<file path="src/shared/nchp_pkg.sv">
// shared constants and types for the network controller host port
// Summary of operation
// polarity input sets strobe active level
// strobe accesses only while select asserted
// host strobe setup 25ns, hold 50ns
// busy high until done and strobe released
// done flag marks completion; host waits
// separate 8-bit write and read buses
// 4-bit address picks one of sixteen registers
// memory port acts only while enabled
// nonzero write enable writes low byte
// memory port ignores two low address bits
// only low data byte is meaningful
// host access led pulses about 3 ms
// activity led follows receive input
// single master clock for all logic
// reset returns all logic to initial state
// parameter then command, one at a time
// new interrupt may follow clear quickly
// service both status registers until zero
// masked events raise no interrupt
// interrupt high while unmasked status set
// busy rises on qualified strobe, holds through
package nchp_pkg;
  localparam int CLK_PERIOD_NS = 20;
  // host strobe timing
  localparam int ADDR_SETUP_NS = 25;
  localparam int STRB_HOLD_NS = 50;
  localparam int SETUP_CYC = (ADDR_SETUP_NS + CLK_PERIOD_NS - 1) / CLK_PERIOD_NS;
  localparam int HOLD_CYC = (STRB_HOLD_NS + CLK_PERIOD_NS - 1) / CLK_PERIOD_NS;
  // access led stretch
  localparam int LED_MS = 3;
  localparam int LED_CYC = LED_MS * 1000000 / CLK_PERIOD_NS;
  // register window
  localparam int IDX_W = 4;
  localparam int IDX_LSB = 2;
  localparam int MADDR_W = 6;
  localparam logic [3:0] REG_PAR = 4'h0;
  localparam logic [3:0] REG_CMD = 4'h1;
  localparam logic [3:0] REG_PKT_STS = 4'h2;
  localparam logic [3:0] REG_SYS_STS = 4'h3;
  localparam logic [3:0] REG_PKT_MSK = 4'h4;
  localparam logic [3:0] REG_SYS_MSK = 4'h5;
  localparam logic [7:0] RST_BYTE = 8'h00;
  // host wishbone map
  localparam logic [3:0] HWB_CMD = 4'h0;
  localparam logic [3:0] HWB_STS = 4'h4;
  localparam int HC_WDAT_LSB = 0;
  localparam int HC_ADDR_LSB = 8;
  localparam int HC_WR_BIT = 12;
  localparam int HC_MEM_BIT = 13;
  localparam int HS_BUSY_BIT = 0;
  localparam int HS_RDAT_LSB = 8;
  localparam int HS_IRQ_BIT = 16;

  typedef enum logic [1:0] {
    DST_IDLE = 2'b00,
    DST_ACC = 2'b01,
    DST_DONE = 2'b10
  } nchp_dev_st_t;

  typedef enum logic [2:0] {
    HST_IDLE = 3'b000,
    HST_SETUP = 3'b001,
    HST_STRB = 3'b010,
    HST_REL = 3'b011,
    HST_MEM = 3'b100,
    HST_MEMRD = 3'b101
  } nchp_hst_st_t;
endpackage

</file>
<file path="src/shared/nchp_if.sv">
// pins between the controller host port and its host
`timescale 1ns/10ps
interface nchp_if #(parameter int MADDR_W = nchp_pkg::MADDR_W);
  logic polarity;
  logic cs;
  logic rd;
  logic wr;
  logic [3:0] addr;
  logic [7:0] din;
  logic [7:0] dout;
  logic busy;
  logic rw_end;
  logic en;
  logic [3:0] we;
  logic [MADDR_W-1:0] maddr;
  logic [31:0] mwdata;
  logic [31:0] mrdata;

  modport dev (
    input polarity, cs, rd, wr, addr, din, en, we, maddr, mwdata,
    output dout, busy, rw_end, mrdata
  );
  modport host (
    output polarity, cs, rd, wr, addr, din, en, we, maddr, mwdata,
    input dout, busy, rw_end, mrdata
  );
endinterface

</file>
<file path="src/design/nchp_dev.sv">
// controller end: strobe bus, memory port, status registers, leds
//
// Our own choices: the Wishbone interface to the registers and the placing of the registers.
`timescale 1ns/10ps
module nchp_dev #(
  parameter int LED_CYC = nchp_pkg::LED_CYC
) (
  input wire logic clk_i,
  input wire logic rst_i,
  nchp_if.dev hp,
  input wire logic [7:0] pkt_evt_i,
  input wire logic [7:0] sys_evt_i,
  input wire logic cmd_busy_i,
  input wire logic rx_i,
  output logic [7:0] cmd_o,
  output logic [7:0] par_o,
  output logic cmd_stb_o,
  output logic irq_o,
  output logic host_led_n_o,
  output logic act_led_n_o
);
  localparam int LCW = $clog2(LED_CYC + 1);

  nchp_pkg::nchp_dev_st_t state_r;
  nchp_pkg::nchp_dev_st_t state_nxt;
  logic strb_cs;
  logic strb_rd;
  logic strb_wr;
  logic qual;
  logic strb_go;
  logic mem_acc;
  logic [3:0] mem_idx;
  logic wr_en;
  logic [3:0] wr_idx;
  logic [7:0] wr_dat;
  logic [3:0] addr_r;
  logic [7:0] din_r;
  logic is_wr_r;
  logic [7:0] dout_r;
  logic [31:0] mrdata_r;
  logic [7:0] par_r;
  logic [7:0] cmd_r;
  logic cmd_stb_r;
  logic [7:0] pmsk_r;
  logic [7:0] smsk_r;
  logic [7:0] psts_r;
  logic [7:0] ssts_r;
  logic irq_r;
  logic [LCW-1:0] led_cnt_r;
  logic act_led_n_r;
  logic [7:0] rmap [16];

  // one decode for all three strobe pins keeps the polarity rule in one place
  function automatic logic pin_on(input logic pin, input logic pol);
    return ~(pin ^ pol);
  endfunction

  ////////////////////////////////////////////////////////////////////////////
  // strobe qualification
  // pins are active when they equal the polarity strap
  assign strb_cs = pin_on(hp.cs, hp.polarity);
  assign strb_rd = pin_on(hp.rd, hp.polarity);
  assign strb_wr = pin_on(hp.wr, hp.polarity);
  assign qual = strb_cs & (strb_rd | strb_wr);
  assign mem_acc = hp.en;
  assign mem_idx = hp.maddr[nchp_pkg::IDX_LSB +: nchp_pkg::IDX_W];
  // memory port wins a collision; the strobe access simply waits in acc
  assign strb_go = (state_r == nchp_pkg::DST_ACC) & ~mem_acc;

  always_comb
  begin
    state_nxt = state_r;
    case (state_r)
      nchp_pkg::DST_IDLE: if (qual) state_nxt = nchp_pkg::DST_ACC;
      nchp_pkg::DST_ACC: if (~mem_acc) state_nxt = nchp_pkg::DST_DONE;
      nchp_pkg::DST_DONE: if (~strb_rd & ~strb_wr) state_nxt = nchp_pkg::DST_IDLE;
      default: state_nxt = nchp_pkg::DST_IDLE;
    endcase
  end

  always_ff @(posedge clk_i)
  begin
    if (rst_i)
      state_r <= nchp_pkg::DST_IDLE;
    else
      state_r <= state_nxt;
  end

  always_ff @(posedge clk_i)
  begin
    if (rst_i)
    begin
      addr_r <= 4'h0;
      din_r <= nchp_pkg::RST_BYTE;
      is_wr_r <= 1'b0;
    end
    else if (state_r == nchp_pkg::DST_IDLE && qual)
    begin
      addr_r <= hp.addr;
      din_r <= hp.din;
      is_wr_r <= strb_wr;
    end
  end

  assign hp.busy = (state_r != nchp_pkg::DST_IDLE);
  assign hp.rw_end = (state_r == nchp_pkg::DST_DONE);

  ////////////////////////////////////////////////////////////////////////////
  // shared write port
  assign wr_en = (mem_acc & (|hp.we)) | (strb_go & is_wr_r);
  assign wr_idx = mem_acc ? mem_idx : addr_r;
  assign wr_dat = mem_acc ? hp.mwdata[7:0] : din_r;

  always_ff @(posedge clk_i)
  begin
    if (rst_i)
    begin
      par_r <= nchp_pkg::RST_BYTE;
      pmsk_r <= nchp_pkg::RST_BYTE;
      smsk_r <= nchp_pkg::RST_BYTE;
    end
    else if (wr_en)
    begin
      if (wr_idx == nchp_pkg::REG_PAR) par_r <= wr_dat;
      if (wr_idx == nchp_pkg::REG_PKT_MSK) pmsk_r <= wr_dat;
      if (wr_idx == nchp_pkg::REG_SYS_MSK) smsk_r <= wr_dat;
    end
  end

  // command write issues one pulse carrying the parameter already written
  always_ff @(posedge clk_i)
  begin
    if (rst_i)
    begin
      cmd_r <= nchp_pkg::RST_BYTE;
      cmd_stb_r <= 1'b0;
    end
    else
    begin
      cmd_stb_r <= wr_en & (wr_idx == nchp_pkg::REG_CMD);
      if (wr_en && wr_idx == nchp_pkg::REG_CMD) cmd_r <= wr_dat;
    end
  end

  // write one to clear; a new event in the clearing cycle still sets
  always_ff @(posedge clk_i)
  begin
    if (rst_i)
    begin
      psts_r <= nchp_pkg::RST_BYTE;
      ssts_r <= nchp_pkg::RST_BYTE;
    end
    else
    begin
      psts_r <= (psts_r & ~((wr_en && wr_idx == nchp_pkg::REG_PKT_STS) ? wr_dat : 8'h00))
        | pkt_evt_i;
      ssts_r <= (ssts_r & ~((wr_en && wr_idx == nchp_pkg::REG_SYS_STS) ? wr_dat : 8'h00))
        | sys_evt_i;
    end
  end

  // one cycle from status to pin keeps re-assertion well under a microsecond
  always_ff @(posedge clk_i)
  begin
    if (rst_i)
      irq_r <= 1'b0;
    else
      irq_r <= (|(psts_r & pmsk_r)) | (|(ssts_r & smsk_r));
  end

  ////////////////////////////////////////////////////////////////////////////
  // read side
  always_comb
  begin
    for (int i = 0; i < 16; i++) rmap[i] = 8'h00;
    rmap[nchp_pkg::REG_PAR] = par_r;
    rmap[nchp_pkg::REG_CMD] = {7'h00, cmd_busy_i | cmd_stb_r};
    rmap[nchp_pkg::REG_PKT_STS] = psts_r;
    rmap[nchp_pkg::REG_SYS_STS] = ssts_r;
    rmap[nchp_pkg::REG_PKT_MSK] = pmsk_r;
    rmap[nchp_pkg::REG_SYS_MSK] = smsk_r;
  end

  always_ff @(posedge clk_i)
  begin
    if (rst_i)
      dout_r <= nchp_pkg::RST_BYTE;
    else if (strb_go && !is_wr_r)
      dout_r <= rmap[addr_r];
  end

  always_ff @(posedge clk_i)
  begin
    if (rst_i)
      mrdata_r <= 32'h0000_0000;
    else if (mem_acc)
      mrdata_r <= {24'h00_0000, rmap[mem_idx]};
  end

  assign hp.dout = dout_r;
  assign hp.mrdata = mrdata_r;

  ////////////////////////////////////////////////////////////////////////////
  // indicators
  always_ff @(posedge clk_i)
  begin
    if (rst_i)
      led_cnt_r <= '0;
    else if (strb_go || mem_acc)
      led_cnt_r <= LCW'(LED_CYC);
    else if (led_cnt_r != '0)
      led_cnt_r <= led_cnt_r - 1'b1;
  end

  always_ff @(posedge clk_i)
  begin
    if (rst_i)
      act_led_n_r <= 1'b1;
    else
      act_led_n_r <= ~rx_i;
  end

  // single clock domain throughout, no crossings needed
  assign host_led_n_o = (led_cnt_r == '0);
  assign act_led_n_o = act_led_n_r;
  assign cmd_o = cmd_r;
  assign par_o = par_r;
  assign cmd_stb_o = cmd_stb_r;
  assign irq_o = irq_r;
endmodule

</file>
<file path="src/flat_wrapper.sv">
// flat-port wrapper written by rule: the top's interface ports become plain ports
module nchp_dev_flat 
#(
  parameter int LED_CYC = nchp_pkg::LED_CYC
)
  (clk_i, rst_i, pkt_evt_i, sys_evt_i, cmd_busy_i, rx_i, cmd_o, par_o, cmd_stb_o, irq_o, host_led_n_o, act_led_n_o, hp_polarity, hp_cs, hp_rd, hp_wr, hp_addr, hp_din, hp_en, hp_we, hp_maddr, hp_mwdata, hp_dout, hp_busy, hp_rw_end, hp_mrdata);
  nchp_if hp_i ();
  input wire logic clk_i;
  input wire logic rst_i;
  input wire logic [7:0] pkt_evt_i;
  input wire logic [7:0] sys_evt_i;
  input wire logic cmd_busy_i;
  input wire logic rx_i;
  output logic [7:0] cmd_o;
  output logic [7:0] par_o;
  output logic cmd_stb_o;
  output logic irq_o;
  output logic host_led_n_o;
  output logic act_led_n_o;
  input wire logic [$bits(hp_i.polarity)-1:0] hp_polarity;
  input wire logic [$bits(hp_i.cs)-1:0] hp_cs;
  input wire logic [$bits(hp_i.rd)-1:0] hp_rd;
  input wire logic [$bits(hp_i.wr)-1:0] hp_wr;
  input wire logic [$bits(hp_i.addr)-1:0] hp_addr;
  input wire logic [$bits(hp_i.din)-1:0] hp_din;
  input wire logic [$bits(hp_i.en)-1:0] hp_en;
  input wire logic [$bits(hp_i.we)-1:0] hp_we;
  input wire logic [$bits(hp_i.maddr)-1:0] hp_maddr;
  input wire logic [$bits(hp_i.mwdata)-1:0] hp_mwdata;
  output wire logic [$bits(hp_i.dout)-1:0] hp_dout;
  output wire logic [$bits(hp_i.busy)-1:0] hp_busy;
  output wire logic [$bits(hp_i.rw_end)-1:0] hp_rw_end;
  output wire logic [$bits(hp_i.mrdata)-1:0] hp_mrdata;
  assign hp_i.polarity = hp_polarity;
  assign hp_i.cs = hp_cs;
  assign hp_i.rd = hp_rd;
  assign hp_i.wr = hp_wr;
  assign hp_i.addr = hp_addr;
  assign hp_i.din = hp_din;
  assign hp_i.en = hp_en;
  assign hp_i.we = hp_we;
  assign hp_i.maddr = hp_maddr;
  assign hp_i.mwdata = hp_mwdata;
  assign hp_dout = hp_i.dout;
  assign hp_busy = hp_i.busy;
  assign hp_rw_end = hp_i.rw_end;
  assign hp_mrdata = hp_i.mrdata;
  nchp_dev #(.LED_CYC(LED_CYC)) u_core (.clk_i(clk_i), .rst_i(rst_i), .hp(hp_i), .pkt_evt_i(pkt_evt_i), .sys_evt_i(sys_evt_i), .cmd_busy_i(cmd_busy_i), .rx_i(rx_i), .cmd_o(cmd_o), .par_o(par_o), .cmd_stb_o(cmd_stb_o), .irq_o(irq_o), .host_led_n_o(host_led_n_o), .act_led_n_o(act_led_n_o));
endmodule
</file>
<file path="config.mk">
export PLATFORM = sky130hd
export DESIGN_NAME = nchp_dev_flat
export DESIGN_NICKNAME = d
export VERILOG_FILES = /design/src/shared/nchp_pkg.sv /design/src/shared/nchp_if.sv /design/src/design/nchp_dev.sv /design/src/flat_wrapper.sv
export SDC_FILE = /design/constraint.sdc
export NUM_CORES = 1
export LEC_CHECK = 0
export ABC_AREA = 1
export BUFFER_PORTS_ARGS = -buffer_cell sky130_fd_sc_hd__buf_2
export CAP_MARGIN = 25
export CORE_MARGIN = 3
export CORE_UTILIZATION = 35
export DETAILED_ROUTE_END_ITERATION = 16
export PLACE_DENSITY = 0.7
export SLEW_MARGIN = 20
export SYNTH_ARGS = -nofsm -noshare
export SYNTH_HDL_FRONTEND = slang
export SYNTH_SLANG_ARGS = --single-unit
</file>
<file path="constraint.sdc">
create_clock -name clk_i -period 1.5 [get_ports clk_i]
set_input_delay 0 -clock clk_i [delete_from_list [all_inputs] [get_ports clk_i]]
set_output_delay 0 -clock clk_i [all_outputs]
set_load 0.01 [all_outputs]
</file>
==> flow_summary.json <==
{
  "synth_most_common_cell": "nand2_1",
  "crit_type": "flop to output port",
  "p_leak_nw": 2.99,
  "vias": 5408,
  "slew_violations": 0,
  "num_rows": 44,
  "overflow": 0,
  "clkLatencyLatePin_ps": 350,
  "fin_crit_sh": 0.977,
  "drc": 0,
  "postLayoutCellArea_sq_um": 6580,
  "seqPwrFrac": 0.459,
  "power_switching_share": 0.306,
  "hold-worst-slack_ps": 13.3,
  "yosys.area.top_type": "dfxtp_1",
  "avgViaCountPerCell": 4.82,
  "clockPowerShare": 0.339,
  "cap_violations": 0,
  "reg2reg_depth": 8,
  "drt-initial-drc-count": 331,
  "design.die.area_sq_um": 16500,
  "netlist_instances": 800,
  "worstPathMaxFanout": 5,
  "drive_above_1_share": 0.194,
  "netlist_top_cells_area": "dfxtp_1 (38%), nand2_1 (15%), o21ai_0 (7.3%)",
  "htreeDepth": 3,
  "dominantRegCellSynth": "dfxtp_1",
  "num_antenna_cells": 0,
  "grt_max_degree": 38,
  "core_sq_um": 14600,
  "start_util": 0.359,
  "hold_path.class": "primary input to flop",
  "cts_max_path_buffers": 2,
  "synth_edf_count": 0,
  "synth_area_sq_um": 5240,
  "yosys.area.top_type_share": 0.382,
  "area_growth_pct": 25.4,
  "rsz0062_at_grt": "yes",
  "setup_tns_ps": 0,
  "max_freq_ghz": 0.682,
  "hold_violations": 0,
  "ir_drop_mv": 0.536,
  "portBuffers": 90,
  "routedWlPerCell_microns": 13.7,
  "fin_skew_ps": 6.84,
  "start_kind": "flop",
  "arrival_ps": 1470,
  "synth_cell_types": 30,
  "whs_path_depth": 4,
  "dpl.hpwl_microns": 11600,
  "ant_nets": 0,
  "outcome": "finished clean",
  "grt_pass1_vias": 4961,
  "fin_nets": 1015,
  "dpl_cell_area_sq_um": 5970,
  "synth-seq-cells": 100,
  "grt_use_total": 0.191,
  "die_h_microns": 128,
  "clockRootBuffer": "clkbuf_16",
  "clkSinkCount": 100,
  "antenna_found_initial": 0,
  "numCtsBuffers": 9,
  "power_switching_mw": 1.95,
  "critPathCaptureType": "output port",
  "ys_seq_area_frac": 0.382,
  "netlist_top_cells_count": "nand2_1 (208), dfxtp_1 (100), nor2_1 (99), o21ai_0 (77), a21oi_1 (75)",
  "p_total_mw": 6.38,
  "p_int_mw": 4.43,
  "finalSetupViolations": 0,
  "cts_setup_buffers": 0,
  "firstDrtPassIters": 4,
  "routed_wl_microns": 15400,
  "place.gp.congestion": 0.935,
  "yosysWarnings": 0,
  "clkTransAtPathRegs_ps": 60,
  "power.density_cell_area_nw_per_um2": 970,
  "avgSynthCellArea_sq_um": 6.55,
  "cp.required_ps": 1500,
  "async_reset_ff_frac": 0,
  "pin_count": 141,
  "grt_pass1_wl_microns": 25000,
  "combPwrFrac": 0.203,
  "cts_tree": "done",
  "post-route-min-period_ps": 1470,
  "die_w_microns": 128
}
cell type report:
| cell class | instances | area [sq um] |
|---|---|---|
| Tap cell | 184 | 230 |
| Multi-Input combinational cell | 593 | 2740 |
| Clock inverter | 6 | 40.0 |
| Inverter | 70 | 268 |
| Clock buffer | 9 | 225 |
| Fill cell | 1502 | 8010 |
| Sequential cell | 100 | 2000 |
| Timing Repair Buffer | 160 | 1080 |
cells by family after synthesis:
family                     share of synthesized area
adders and majority gates                    0.00477
DFF                                            0.382
AOI/OAI and AO/OA                              0.172
and+or+nand+nor                                0.304
buffers and inverters                          0.121
other                                       0.000715
xor gates and xnor gates                      0.0150
metal layers:
metal	vias to the layer above	wire [microns]	GRT usage
li1	2799	-	-
met1	2406	7280	0.261
met2	182	6940	0.298
met3	21	854	0.0411
met4	0	320	0.0680
met5	-	0	0
final timing paths:
check,end,startpoint,slack (ps)
setup reg to reg,u_core.pmsk_r[3]$_SDFFE_PP0P_,u_core.addr_r[0]$_SDFFE_PP0P_,100
setup / recovery,host_led_n_o,u_core.led_cnt_r[6]$_SDFFE_PP0P_,30
hold / removal,u_core.hp.mrdata[0]$_SDFFE_PP0P_,hp_maddr[4],10
hold reg to reg,u_core.din_r[1]$_SDFFE_PP0P_,u_core.din_r[1]$_SDFFE_PP0P_,450
critical path: stages, from the launching register on:
cell and delay [ps]:
dfxtp_1 340, nor2_1 190, nand2_2 130, nor4_2 280, buf_2 180
per-stage QoR:
| stage | setup slack [ps] | utilization | instances |
|---|---|---|---|
| global route | -30.7 | 0.451 | 1122 |
| floorplan | 136 | - | 823 |
| global placement | 69.4 | 0.409 | 1077 |
| detailed placement | 32.3 | 0.409 | 1077 |
| CTS | 6.85 | 0.448 | 1121 |
| finish | 34.5 | 0.451 | 1122 |
flip-flops by register name, summed over array words and instances (netlist names):
signal              count
u_core.psts_r           8
u_core.act_led_n_o      1
u_core.ssts_r           8
u_core.hp.dout          8
u_core.smsk_r           8
u_core.is_wr_r          1
u_core.din_r            8
u_core.addr_r           4
u_core.irq_o            1
u_core.cmd_o            8
u_core.cmd_stb_o        1
u_core.pmsk_r           8
u_core.led_cnt_r       18
u_core.hp.mrdata        8
u_core.par_o            8
u_core.state_r          2
power groups by stage:
| stage | clock network, mW | logic (mW) | registers, mW |
|---|---|---|---|
| 6_report | 2.16 | 1.29 | 2.93 |
| 5_1_grt | 2.32 | 1.46 | 2.94 |
| 4_1_cts | 2.21 | 1.26 | 2.92 |
| 3_5_place_dp | 0 | 1.19 | 2.98 |
| 3_3_place_gp | 0 | 1.18 | 2.97 |
| 2_1_floorplan | 0 | 0.831 | 2.95 |
layout by cell type, fill, tap and decap left out, drive strengths merged:
master and count:
nor3b 1, a21oi 75, dlygate4sd3 29, dfxtp 100, a22o 1, buf 131
nand4 2, o211ai 15, nor2 105, ha 2, clkinvlp 1, nand2 216
nor3 3, clkbuf 9, xor2 2, xnor2 7, inv 71, clkinv 4
o21ai 80, nand3 54, conb 24, nor4 1, or2 5
what timing repair did:
action / in CTS / in global routing
setup endpoints to repair: 1 / 60
hold buffers: 29 / 0
gates resized for setup: 1 / 26
pin swaps: 0 / 2
gates cloned: 0 / 1
endpoints found under the hold margin: 29 / 0
Power figures use the tool's default switching activity.
